## src/msc_pkg.sv

```systemverilog
package msc_pkg;

  // ----------------------------------------
  // sync sources and option encodings
  // ----------------------------------------
  typedef enum logic [1:0] {
    MSC_SRC_EXT,
    MSC_SRC_INT,
    MSC_SRC_POD,
    MSC_SRC_FREE
  } msc_src_t;

  typedef enum logic [1:0] {
    MSC_EN_ALWAYS,
    MSC_EN_HIGH,
    MSC_EN_LOW,
    MSC_EN_POD
  } msc_en_mode_t;

  typedef enum logic {
    MSC_POD_ADDR,
    MSC_POD_DATA
  } msc_pod_mode_t;

  typedef enum logic {
    MSC_CNT_TRANS,
    MSC_CNT_FREQ
  } msc_cnt_mode_t;

  // ----------------------------------------
  // timing and field constants
  // ----------------------------------------
  localparam int  MSC_CLK_HZ       = 100_000_000;
  localparam int  MSC_FREE_HZ      = 1_000;
  localparam int  MSC_FREE_HALF    = MSC_CLK_HZ / (2 * MSC_FREE_HZ);
  localparam int  MSC_GATE_HZ      = 1;
  localparam int  MSC_GATE_CYCLES  = MSC_CLK_HZ / MSC_GATE_HZ;
  localparam int  MSC_STAT_DCLK    = 0;
  localparam int  MSC_STAT_ENA     = 1;
  localparam int  MSC_STAT_START   = 2;
  localparam int  MSC_STAT_STOP    = 3;
  localparam int  MSC_OVF_BIT      = 31;
  localparam logic [31:0] MSC_STAT_RST = 32'h0000_0000;
  localparam logic [31:0] MSC_CNT_RST  = 32'h0000_0000;

endpackage : msc_pkg

```

## src/msc_edge_sync.sv

```systemverilog
`timescale 1ns/1ps
`default_nettype none

module msc_edge_sync (
  input  wire  logic clk,
  input  wire  logic sys_rst,
  input  wire  logic pin,
  input  wire  logic pol_rise,
  output logic       level,
  output logic       edge_pulse
);

  // ----------------------------------------
  // two-flop synchroniser plus edge history
  // ----------------------------------------
  logic meta;
  logic sync;
  logic last;

  // meta is read only by sync; edge logic sees sync and last
  always_ff @(posedge clk or posedge sys_rst) begin
    if (sys_rst) begin
      meta <= 1'b0;
      sync <= 1'b0;
      last <= 1'b0;
    end else begin
      meta <= pin;
      sync <= meta;
      last <= sync;
    end
  end

  assign level      = sync;
  assign edge_pulse = pol_rise ? (sync & ~last) : (~sync & last);

endmodule : msc_edge_sync

`default_nettype wire

```

## src/msc_sync_ctrl.sv

```systemverilog
// Operation
// - start, stop, clock act on edges; enable acts on its level
// - external mode ignores clock edges until a start edge arrives
// - after start, sample on each active clock edge while enabled
// - end on stop edge or on reaching programmed enabled-edge count
// - probe pulse toggles once per enabled clock edge under external sync
// - free-running source is an internal oscillator near one kilohertz
// - four-way source select held separately per measuring device
// - internal mode samples on an explicit program strobe
// - internal mode also samples on each pattern-write step
// - pod makes one bus-cycle sync kind shared by all its users
// - pod supports address-phase and data-phase sync by separate command
// - unassigned external leads are treated as unused
// - status bits: stop, start, enable, clocked from bit 3 down to 0
// - falling edge of pod cycle sync marks the start of a bus access
// - counter overflow sets the top bit of the returned count
`timescale 1ns/1ps
`default_nettype none

module msc_sync_ctrl
  import msc_pkg::*;
#(
  parameter int STOP_W     = 16,
  parameter int FREE_HALF  = MSC_FREE_HALF,
  parameter int GATE_CYCLES = MSC_GATE_CYCLES
) (
  input  wire  logic              clk,
  input  wire  logic              sys_rst,
  input  wire  msc_src_t          sync_src,
  input  wire  msc_en_mode_t      enable_mode,
  input  wire  msc_cnt_mode_t     counter_mode,
  input  wire  msc_pod_mode_t     pod_mode_sel,
  input  wire  logic              start_rise,
  input  wire  logic              stop_rise,
  input  wire  logic              clock_rise,
  input  wire  logic              stop_by_count,
  input  wire  logic [STOP_W-1:0] stop_count,
  input  wire  logic              start_used,
  input  wire  logic              stop_used,
  input  wire  logic              clock_used,
  input  wire  logic              enable_used,
  input  wire  logic              arm,
  input  wire  logic              readout,
  input  wire  logic              strobe,
  input  wire  logic              patt_write,
  input  wire  logic              ext_start,
  input  wire  logic              ext_stop,
  input  wire  logic              ext_clock,
  input  wire  logic              ext_enable,
  input  wire  logic              pod_cycle_sync_n,
  input  wire  logic              pod_addr_phase,
  input  wire  logic              meas_pin,
  output logic                    sample,
  output logic                    pulse_out,
  output logic                    measuring,
  output logic [31:0]             status,
  output logic [31:0]             count_result,
  output msc_pod_mode_t           pod_mode
);

  // ----------------------------------------
  // pin synchronisers and edge detectors
  // ----------------------------------------
  logic start_edge, stop_edge, clk_edge, ena_lvl;
  logic pod_lvl, pod_fall, ap_lvl, mp_rise;

  msc_edge_sync u_start (.clk(clk), .sys_rst(sys_rst), .pin(ext_start),
                         .pol_rise(start_rise), .level(), .edge_pulse(start_edge));
  msc_edge_sync u_stop  (.clk(clk), .sys_rst(sys_rst), .pin(ext_stop),
                         .pol_rise(stop_rise), .level(), .edge_pulse(stop_edge));
  msc_edge_sync u_clock (.clk(clk), .sys_rst(sys_rst), .pin(ext_clock),
                         .pol_rise(clock_rise), .level(), .edge_pulse(clk_edge));
  msc_edge_sync u_ena   (.clk(clk), .sys_rst(sys_rst), .pin(ext_enable),
                         .pol_rise(1'b1), .level(ena_lvl), .edge_pulse());
  msc_edge_sync u_pod   (.clk(clk), .sys_rst(sys_rst), .pin(pod_cycle_sync_n),
                         .pol_rise(1'b0), .level(pod_lvl), .edge_pulse(pod_fall));
  msc_edge_sync u_ap    (.clk(clk), .sys_rst(sys_rst), .pin(pod_addr_phase),
                         .pol_rise(1'b1), .level(ap_lvl), .edge_pulse());
  msc_edge_sync u_mp    (.clk(clk), .sys_rst(sys_rst), .pin(meas_pin),
                         .pol_rise(1'b1), .level(), .edge_pulse(mp_rise));

  // ----------------------------------------
  // measurement window and external-sync state
  // ----------------------------------------
  typedef enum logic [1:0] {
    MSC_IDLE,
    MSC_WAIT_START,
    MSC_RUN,
    MSC_DONE
  } msc_state_t;

  msc_state_t        state, next_state;
  logic [STOP_W-1:0] edge_cnt, next_edge_cnt;
  logic [3:0]        flags, next_flags;
  logic              pulse, next_pulse;
  logic              smp, next_smp;
  logic              en_ok, en_clk, ext_stop_hit;
  logic              pod_match, src_tick;
  logic              free_tick;

  // one pod sync kind at a time; phase tag selects address or data cycles
  assign pod_mode  = pod_mode_sel;
  assign pod_match = pod_fall & ((pod_mode_sel == MSC_POD_ADDR) == ap_lvl);

  // enable qualifier; an unassigned enable lead counts as asserted
  always_comb begin
    case (enable_mode)
      MSC_EN_HIGH: en_ok = ~enable_used | ena_lvl;
      MSC_EN_LOW:  en_ok = ~enable_used | ~ena_lvl;
      MSC_EN_POD:  en_ok = ~pod_lvl;
      default:     en_ok = 1'b1;
    endcase
  end

  assign en_clk       = clock_used & clk_edge & en_ok;
  assign ext_stop_hit = stop_by_count ? (edge_cnt + STOP_W'(1) == stop_count) & en_clk
                                      : stop_used & stop_edge;

  // sample source for non-external modes
  always_comb begin
    case (sync_src)
      MSC_SRC_INT:  src_tick = strobe | patt_write;
      MSC_SRC_POD:  src_tick = pod_match;
      MSC_SRC_FREE: src_tick = free_tick;
      default:      src_tick = 1'b0;
    endcase
  end

  // next-state for the arm..readout window
  always_comb begin
    next_state    = state;
    next_edge_cnt = edge_cnt;
    next_flags    = flags;
    next_pulse    = pulse;
    next_smp      = 1'b0;
    if (arm) begin
      next_state    = (sync_src == MSC_SRC_EXT) ? MSC_WAIT_START : MSC_RUN;
      next_edge_cnt = '0;
      next_flags    = 4'h0;
    end else if (readout) begin
      next_state = MSC_IDLE;
    end else begin
      case (state)
        MSC_WAIT_START: begin
          // clock edges before start are dropped
          if (!start_used || start_edge) begin
            next_state                 = MSC_RUN;
            next_flags[MSC_STAT_START] = 1'b1;
          end
        end
        MSC_RUN: begin
          if (sync_src == MSC_SRC_EXT) begin
            if (en_ok && enable_used) next_flags[MSC_STAT_ENA] = 1'b1;
            if (en_clk) begin
              next_smp                  = 1'b1;
              next_pulse                = ~pulse;
              next_edge_cnt             = edge_cnt + STOP_W'(1);
              next_flags[MSC_STAT_DCLK] = 1'b1;
            end
            if (ext_stop_hit) begin
              next_state                = MSC_DONE;
              next_flags[MSC_STAT_STOP] = 1'b1;
            end
          end else if (src_tick) begin
            next_smp   = 1'b1;
            next_pulse = ~pulse;
          end
        end
        default: ;
      endcase
    end
  end

  always_ff @(posedge clk or posedge sys_rst) begin
    if (sys_rst) begin
      state    <= MSC_IDLE;
      edge_cnt <= '0;
      flags    <= 4'h0;
      pulse    <= 1'b0;
      smp      <= 1'b0;
    end else begin
      state    <= next_state;
      edge_cnt <= next_edge_cnt;
      flags    <= next_flags;
      pulse    <= next_pulse;
      smp      <= next_smp;
    end
  end

  assign sample    = smp;
  assign pulse_out = pulse;
  assign measuring = (state == MSC_RUN) || (state == MSC_WAIT_START);
  assign status    = MSC_STAT_RST | {28'h000_0000, flags};

  // ----------------------------------------
  // free-running oscillator, about 1 kHz
  // ----------------------------------------
  logic [31:0] free_div, next_free_div;

  // runs always so the stimulus stays periodic across arm cycles
  always_comb begin
    next_free_div = (free_div == 32'(FREE_HALF - 1)) ? 32'h0000_0000 : free_div + 32'h0000_0001;
  end
  assign free_tick = (free_div == 32'(FREE_HALF - 1));

  always_ff @(posedge clk or posedge sys_rst) begin
    if (sys_rst) free_div <= 32'h0000_0000;
    else         free_div <= next_free_div;
  end

  // ----------------------------------------
  // transition / frequency counter
  // ----------------------------------------
  logic [31:0] tcnt, next_tcnt;
  logic [31:0] gate, next_gate;
  logic [31:0] fres, next_fres;
  logic [31:0] res, next_res;
  logic        ovf, next_ovf;

  // freq: edges per one-second gate; overflow sticks in bit 31
  always_comb begin
    next_tcnt = tcnt;
    next_gate = gate;
    next_fres = fres;
    next_ovf  = ovf;
    next_res  = res;
    if (arm) begin
      next_tcnt = MSC_CNT_RST;
      next_gate = 32'h0000_0000;
      next_fres = MSC_CNT_RST;
      next_ovf  = 1'b0;
    end else if (measuring) begin
      if (mp_rise) begin
        if (tcnt[MSC_OVF_BIT-1:0] == 31'h7FFF_FFFF) next_ovf = 1'b1;
        next_tcnt = {1'b0, tcnt[MSC_OVF_BIT-1:0] + 31'h0000_0001};
      end
      if (counter_mode == MSC_CNT_FREQ) begin
        if (gate == 32'(GATE_CYCLES - 1)) begin
          next_gate = 32'h0000_0000;
          next_fres = next_tcnt;
          next_tcnt = MSC_CNT_RST;
        end else begin
          next_gate = gate + 32'h0000_0001;
        end
      end
    end
    if (readout) begin
      next_res = (counter_mode == MSC_CNT_FREQ) ? fres : tcnt;
      next_res[MSC_OVF_BIT] = next_ovf;
    end
  end

  always_ff @(posedge clk or posedge sys_rst) begin
    if (sys_rst) begin
      tcnt <= MSC_CNT_RST;
      gate <= 32'h0000_0000;
      fres <= MSC_CNT_RST;
      res  <= MSC_CNT_RST;
      ovf  <= 1'b0;
    end else begin
      tcnt <= next_tcnt;
      gate <= next_gate;
      fres <= next_fres;
      res  <= next_res;
      ovf  <= next_ovf;
    end
  end

  assign count_result = res;

endmodule : msc_sync_ctrl

`default_nettype wire

```

## config.mk

```make
export PLATFORM = sky130hd
export DESIGN_NAME = msc_sync_ctrl
export DESIGN_NICKNAME = d
export VERILOG_FILES = /design/src/msc_pkg.sv /design/src/msc_edge_sync.sv /design/src/msc_sync_ctrl.sv
export SDC_FILE = /design/constraint.sdc
export NUM_CORES = 1
export LEC_CHECK = 0
export ABC_CLOCK_PERIOD_IN_PS = 7100
export BUFFER_PORTS_ARGS = -buffer_cell sky130_fd_sc_hd__buf_2
export CAP_MARGIN = 30
export CORE_UTILIZATION = 54
export CTS_CLUSTER_DIAMETER = 40
export DETAILED_ROUTE_END_ITERATION = 8
export PLACE_DENSITY = 0.83
export SYNTH_ARGS = -nofsm -noshare
export SYNTH_HDL_FRONTEND = slang
export SYNTH_SLANG_ARGS = --single-unit
```

## constraint.sdc

```tcl
create_clock -name clk -period 7.1 [get_ports clk]
set_input_delay 1.42 -clock clk [delete_from_list [all_inputs] [get_ports clk]]
set_output_delay 1.42 -clock clk [all_outputs]
set_load 0.02 [all_outputs]
```

==> After elaboration in Yosys (flattened, before gate mapping) <==
Cells that the tools add are included.
{ "totals": {"regBits": 203, "out_inout_bits": 68, "elab_cells": 167} }
{ "op_classes": {"add_sub_neg": 4, "n_eq_ne": 18, "n_mux": 57, "n_bitwise": 30, "reduce_logical": 25} }
{ "op_table": {"columns": ["operator", "count"], "rows": [
  ["32-bit two-way mux", 10],
  ["31-bit two-way mux", 5],
  ["16-bit two-way mux", 5],
  ["32-bit by 1-bit adder with 32-bit output, second input constant", 2],
  ["32-bit by 16-bit == test with 1-bit output, second input constant", 1],
  ["32-bit by 27-bit == test with 1-bit output, second input constant", 1],
  ["31-bit by 1-bit adder with 31-bit output, second input constant", 1],
  ["31-bit == test, second input constant", 1],
  ["1-bit two-way mux", 24],
  ["2-bit nonzero test", 11],
  ["16-bit by 1-bit adder with 16-bit output, second input constant", 1],
  ["16-bit == test", 1],
  ["2-bit two-way mux", 8],
  ["4-bit AND reduction", 4],
  ["1-bit inverter", 14],
  ["1-bit bitwise AND", 13],
  ["4-bit != test, second input constant", 3],
  ["2-bit == test, second input constant", 5],
  ["4-bit two-way mux", 2],
  ["2-bit by 1-bit == test with 1-bit output, second input constant", 3],
  ["1-bit one-hot mux with 3 select lines", 2],
  ["3-bit AND reduction", 2],
  ["5-bit AND reduction", 1],
  ["2-bit != test, second input constant", 2],
  ["9 further kinds", 12]
]} }

==> Logic depth before layout (Yosys ltp) <==
{ "depth": {"word_depth": 12, "mapped_depth": 9} }

==> Cells and area by module <==
Synthesis repeated with hierarchy kept, for this count alone.
{ "unflattened": {"cells_unflattened": 1121, "area_unflattened_um2": 10774.1} }
{ "by_module_without_submodules": {"columns": ["module", "n_inst", "cells_per_inst", "area_per_inst_um2", "seq_area_each_um2"], "rows": [
  ["msc_sync_ctrl", 1, 1072, 10064.7, 4579.4],
  ["msc_edge_sync", 7, 7, 101.3, 75.1]
]} }

==> Worst setup path after synthesis <==
OpenSTA, ideal clock, no wires.
{ "synth_path": {"path_kind": "input port to flip-flop", "startpoint": "input enable_mode[0]", "endpoint": "register edge_cnt[15]", "setup_time_ps": 132, "t_arrival_ps": 3114, "t_required_ps": 6968, "setup_slack_ps": 3855, "stages": 9, "n_path_buf": 1, "path_cell_list": "inv_1 > ha_1 > xor2_1 > a221oi_1 > a2111oi_2 > buf_2 > nand3_1 > xor2_1 > nor2_1"} }
{ "synth_via": {"elab_chain_cells": 5, "word_cells_on_any_way": 7, "cone_classes": "3 x eq/ne; 1 x mux; 1 x bitwise; 2 x reduce/logical"} }
{ "synth_lines": {"columns": ["element", "line", "rtl"], "rows": [
  ["from (decl)", "msc_sync_ctrl.sv:30", "input wire msc_en_mode_t enable_mode,"],
  ["2-bit == test or 2-bit by 1-bit == test with 1-bit output (tied branches)", "msc_sync_ctrl.sv:107", "case (enable_mode)"],
  ["1-bit one-hot mux with 3 select lines (*)", "msc_sync_ctrl.sv:107", null],
  ["1-bit bitwise AND (*)", "msc_sync_ctrl.sv:115", "assign en_clk = clock_used & clk_edge & en_ok;"],
  ["2-bit nonzero test (no source line) (*)", null, null],
  ["4-bit AND reduction (no source line) (*)", null, null],
  ["to (signal assigned)", "msc_sync_ctrl.sv:183", "edge_cnt <= next_edge_cnt;"],
  ["to (decl)", "msc_sync_ctrl.sv:93", "logic [STOP_W-1:0] edge_cnt, next_edge_cnt;"]
]} }
Every way passes the cells marked *; elsewhere a longest branch is shown, timed or not.
A chain may end at the register's enable or synchronous reset.

==> Worst setup path after layout <==
{ "layout_path": {"startpoint": "input arm", "endpoint": "register fres[21]"} }
{ "layout_via": {"elab_chain_cells": 2, "word_cells_on_any_way": 5, "cone_classes": "1 x mux; 4 x reduce/logical"} }
{ "layout_lines": {"columns": ["element", "line", "rtl"], "rows": [
  ["from (decl)", "msc_sync_ctrl.sv:42", "input wire logic arm,"],
  ["2-bit nonzero test (no source line)", null, null],
  ["3-bit AND reduction (no source line)", null, null],
  ["to (signal assigned)", "msc_sync_ctrl.sv:263", "fres <= next_fres;"],
  ["to (decl)", "msc_sync_ctrl.sv:216", "logic [31:0] fres, next_fres;"]
]} }
Parallel ways exist; a longest one is shown, timed or not.

==> run_results.csv <==
group,metric,value,unit
timing,hold_viol_final,0,
drt,drc_errors,0,
grt,antenna_found_initial,3,
pwr,p_int,2.13,mW
pwr,netSwitchingFraction,25.7,%
min_path,hold_depth,0,
finish,area_growth,14.6,%
setup_path,ff2ff_setup_slack,4.02,ns
finish,drive_above_1_share,14.6,%
setup_path,crit_path_start,"arm",
placed_design,dp_hpwl,14800,microns
grt,gr-total-overflow,0,
setup_path,r2r_cells,7,
die,ioPinCount,111,
setup_path,critical_path.max_stage_delay,0.58,ns
cts,cts_sinks,202,
drt,ant_nets,0,
drt,avgViaCountPerCell,5.67,
job,maxCapViolCount,0,
die,num_rows,50,
pwr,total_power,2.87,mW
grt,grt_pass1_vias,7997,
drt,dr.pass1.iters,5,
setup_path,cp-endpoint,"fres[21]$_DFFE_PP0P_",
timing,fin_crit,3.72,ns
setup_path,crit_buf_inv,4,
logic_synthesis,synth_cells,1094,
die,start_util,55.5,%
cts,clk_pin_slew,0.06,ns
setup_path,crit_required,7.54,ns
cts,cts_root_buf,"clkbuf_16",
grt,grt_pass1_wl,38600,microns
setup_path,criticalPathCategory,"in2reg",
cts,insertion_delay,0.55,ns
pwr,power_frac_seq,41.6,%
finish,finish.instance_area,12000,sq um
die,fp.dieH,141,microns
die,die_w,141,microns
logic_synthesis,syn_avg_cell_area,9.55,sq um
cts,cts_setup_buffers,0,
cts,cts_tree,"built",
logic_synthesis,synthDistinctLibCells,66,
cts,htreeDepth,1,
grt,grt_start_max_net_pins,124,
timing,slew_violations,0,
cts,cts_resized,0,
timing,skew,0.0235,ns
logic_synthesis,yosysSeqAreaShare,48.4,%
drt,num_vias,8175,
setup_path,cp_top_family,"buffers and inverters",
logic_synthesis,synthArstFlopShare,100,%
logic_synthesis,ys_warn_count,0,
setup_path,worstSetupEndpointType,"flip-flop",
pwr,clock_power_share,50.8,%
timing,worst_pin_slew,1.02,ns
setup_path,start_kind,"input port",
drt,initialDrtViolationCount,591,
logic_synthesis,yosys_register_bits,202,
pwr,p_per_area,240,nW/um^2
die,die_area,19900,sq um
setup_path,cp_max_fo,56,
placed_design,dpl_cell_area,10900,sq um
timing,post-route-period-util,52.4,%
pwr,leakagePower,5.37,nW
setup_path,rr_endpoint,"fres[21]$_DFFE_PP0P_",
setup_path,r2r-start,"state[0]$_DFFE_PP0P_",
timing,tns,0,ns
placed_design,placement.io_buffers,82,
pwr,pwr-share-comb,7.6,%
die,core_area,18800,sq um
timing,rsz0062_at_grt,"false",
cts,clock_path_buffers,3,
timing,max-slew-margin-rel,32.0,%
finish,nets,1211,
cts,ctsHoldBuffers,0,
pwr,ir_drop,0.185,mV
min_path,hold_path_class,"reg2reg",
timing,setup_viol,0,
setup_path,crit_slowest_cell,"and2_1",
drt,drt_wl_total,23100,microns
grt,grt_usage,23.7,%
cts,cts_buffers,29,
setup_path,path_cells,"buf_2, buf_4, inv_1, o21ai_0, buf_2, and2_1, nand2_1, o21ai_0",
placed_design,gp_congestion,0.877,
timing,fmax,269,MHz
logic_synthesis,synth_edf_count,0,
logic_synthesis,netlist_area,10500,sq um
logic_synthesis,synthFlopType,"dfrtp_1",
drt,wire_per_inst,16.0,microns
pwr,power.switching,737,uW
setup_path,path_depth,8,
status,outcome,"complete, no violations",
setup_path,critPathArrivalTime,4.16,ns
## per-stage QoR
step	utilization [%]	instances	setup slack (ns)	hold slack, ns
after floorplan	-	1121	0.169	0.331
after global placement	57.9	1385	2.41	0.333
after detailed placement	58.1	1386	2.11	0.335
after CTS	63.4	1440	2.68	0.348
after global routing	63.6	1443	3.15	0.354
final	63.6	1443	3.38	0.347
## cell usage after synthesis, drive strengths merged (2+ instances only)
cell type	count	area share [%]
nand2b	4	0.24
a221oi	2	0.17
nor4b	3	0.25
ha	9	1.1
buf	47	2.9
mux2i	33	3.2
a21oi	50	2.4
a211oi	2	0.14
and3b	2	0.17
and2	6	0.36
or2	2	0.14
nor2	122	4.4
o311ai	2	0.17
o21ai	66	3.2
nor3b	4	0.29
nand4	32	2.1
nand3	43	2.2
o31ai	38	2.9
or4	5	0.43
dfrtp	202	48
clkbuf	38	1.4
nor3	20	1.1
and4	6	0.50
nand2	121	4.4
nand3b	3	0.22
and3	26	1.6
mux2	5	0.54
nor2b	7	0.42
a22oi	7	0.50
inv	19	0.68
o41ai	3	0.32
xor2	59	4.9
or3	2	0.12
nor4	22	1.6
a31oi	8	0.48
xnor2	60	5.0
## power groups by stage
stage               Sequential, mW  Clock (mW)  Combinational [mW]
global placement              1.21           0               0.209
detailed placement            1.21           0               0.216
floorplan                     1.23           0               0.139
CTS                           1.19        1.48               0.217
global route                  1.20        1.53               0.239
finish                        1.19        1.46               0.218
## logic make-up (layout without fill, tap and decap cells)
| group | count (synthesis) | count (layout) | synth area share, % |
|---|---|---|---|
| buffers and inverters | 104 | 165 | 4.98 |
| multiplexers | 39 | 39 | 3.92 |
| flip-flops | 202 | 202 | 48.4 |
| AND/OR/NAND/NOR | 433 | 433 | 20.7 |
| adder cells (fa/ha/maj) | 9 | 9 | 1.08 |
| XOR/XNOR | 119 | 119 | 9.97 |
| AO/OA/AOI/OAI | 187 | 187 | 11.0 |
| other | 1 | 29 | 0.0359 |
## per-layer routing
| layer | part of all wire [%] | global-route usage, % | up-vias | wire length [microns] |
|---|---|---|---|---|
| met5 | 0.13 | 0 | - | 29 |
| met2 | 49 | 40.2 | 235 | 11400 |
| met4 | 2.3 | 9.04 | 4 | 528 |
| met3 | 5.0 | 3.46 | 58 | 1150 |
| met1 | 43 | 30.8 | 3961 | 9970 |
| li1 | - | - | 3917 | - |
## area by class of cell
cell class              count  area, sq um
flip-flops and latches    202         5050
fillers                  1490         6860
diodes                      1         2.50
clock buffers              35          798
clock inverters            19          205
repair buffers             92          523
inverters                  19         78.8
well taps                 260          325
multi-input cells         815         4990
## layout by cell type (no fill, tap or decap), types with 3 or more instances in the layout
cell type / netlist / layout
clkbuf_8: 0 / 5
conb_1: 1 / 28
nand3_1: 41 / 41
nor2b_1: 7 / 7
nand4_1: 31 / 31
nor4b_1: 3 / 3
a31oi_1: 8 / 8
a22oi_1: 7 / 7
clkinvlp_4: 0 / 3
nor4_2: 3 / 3
mux2i_1: 33 / 33
xnor2_1: 60 / 60
and4_1: 6 / 6
ha_1: 9 / 9
o21ai_0: 64 / 64
nor3b_1: 4 / 4
or4_1: 3 / 3
clkbuf_16: 0 / 29
dfrtp_1: 202 / 202
buf_4: 30 / 7
nand2_1: 120 / 120
inv_1: 19 / 18
xor2_1: 59 / 59
o31ai_1: 37 / 37
and3_1: 25 / 25
and2_1: 5 / 5
buf_2: 14 / 83
nor3_1: 18 / 18
inv_6: 0 / 9
mux2_2: 5 / 5
a21oi_1: 50 / 50
nand3b_1: 3 / 3
nor4_1: 18 / 18
nand2b_1: 4 / 4
nor2_1: 121 / 121
## worst min-delay path by stage
| stage | start | endpoint | slack, ns |
|---|---|---|---|
| floorplan | u_ap.meta$_DFF_PP0_ | u_ap.level$_DFF_PP0_ | 0.33 |
| global placement | u_ap.meta$_DFF_PP0_ | u_ap.level$_DFF_PP0_ | 0.33 |
| detailed placement | u_stop.meta$_DFF_PP0_ | u_stop.level$_DFF_PP0_ | 0.33 |
| CTS | u_stop.meta$_DFF_PP0_ | u_stop.level$_DFF_PP0_ | 0.35 |
| global route | u_mp.meta$_DFF_PP0_ | u_mp.level$_DFF_PP0_ | 0.35 |
| finish | u_stop.meta$_DFF_PP0_ | u_stop.level$_DFF_PP0_ | 0.35 |
## registers in the layout, summed over array words and instances, names as in the netlist, 2 cells and up
name          count
free_div         32
edge_cnt         16
gate             32
flags             4
fres             31
count_result     32
state             2
tcnt             31
Power figures use the tool's default switching activity.
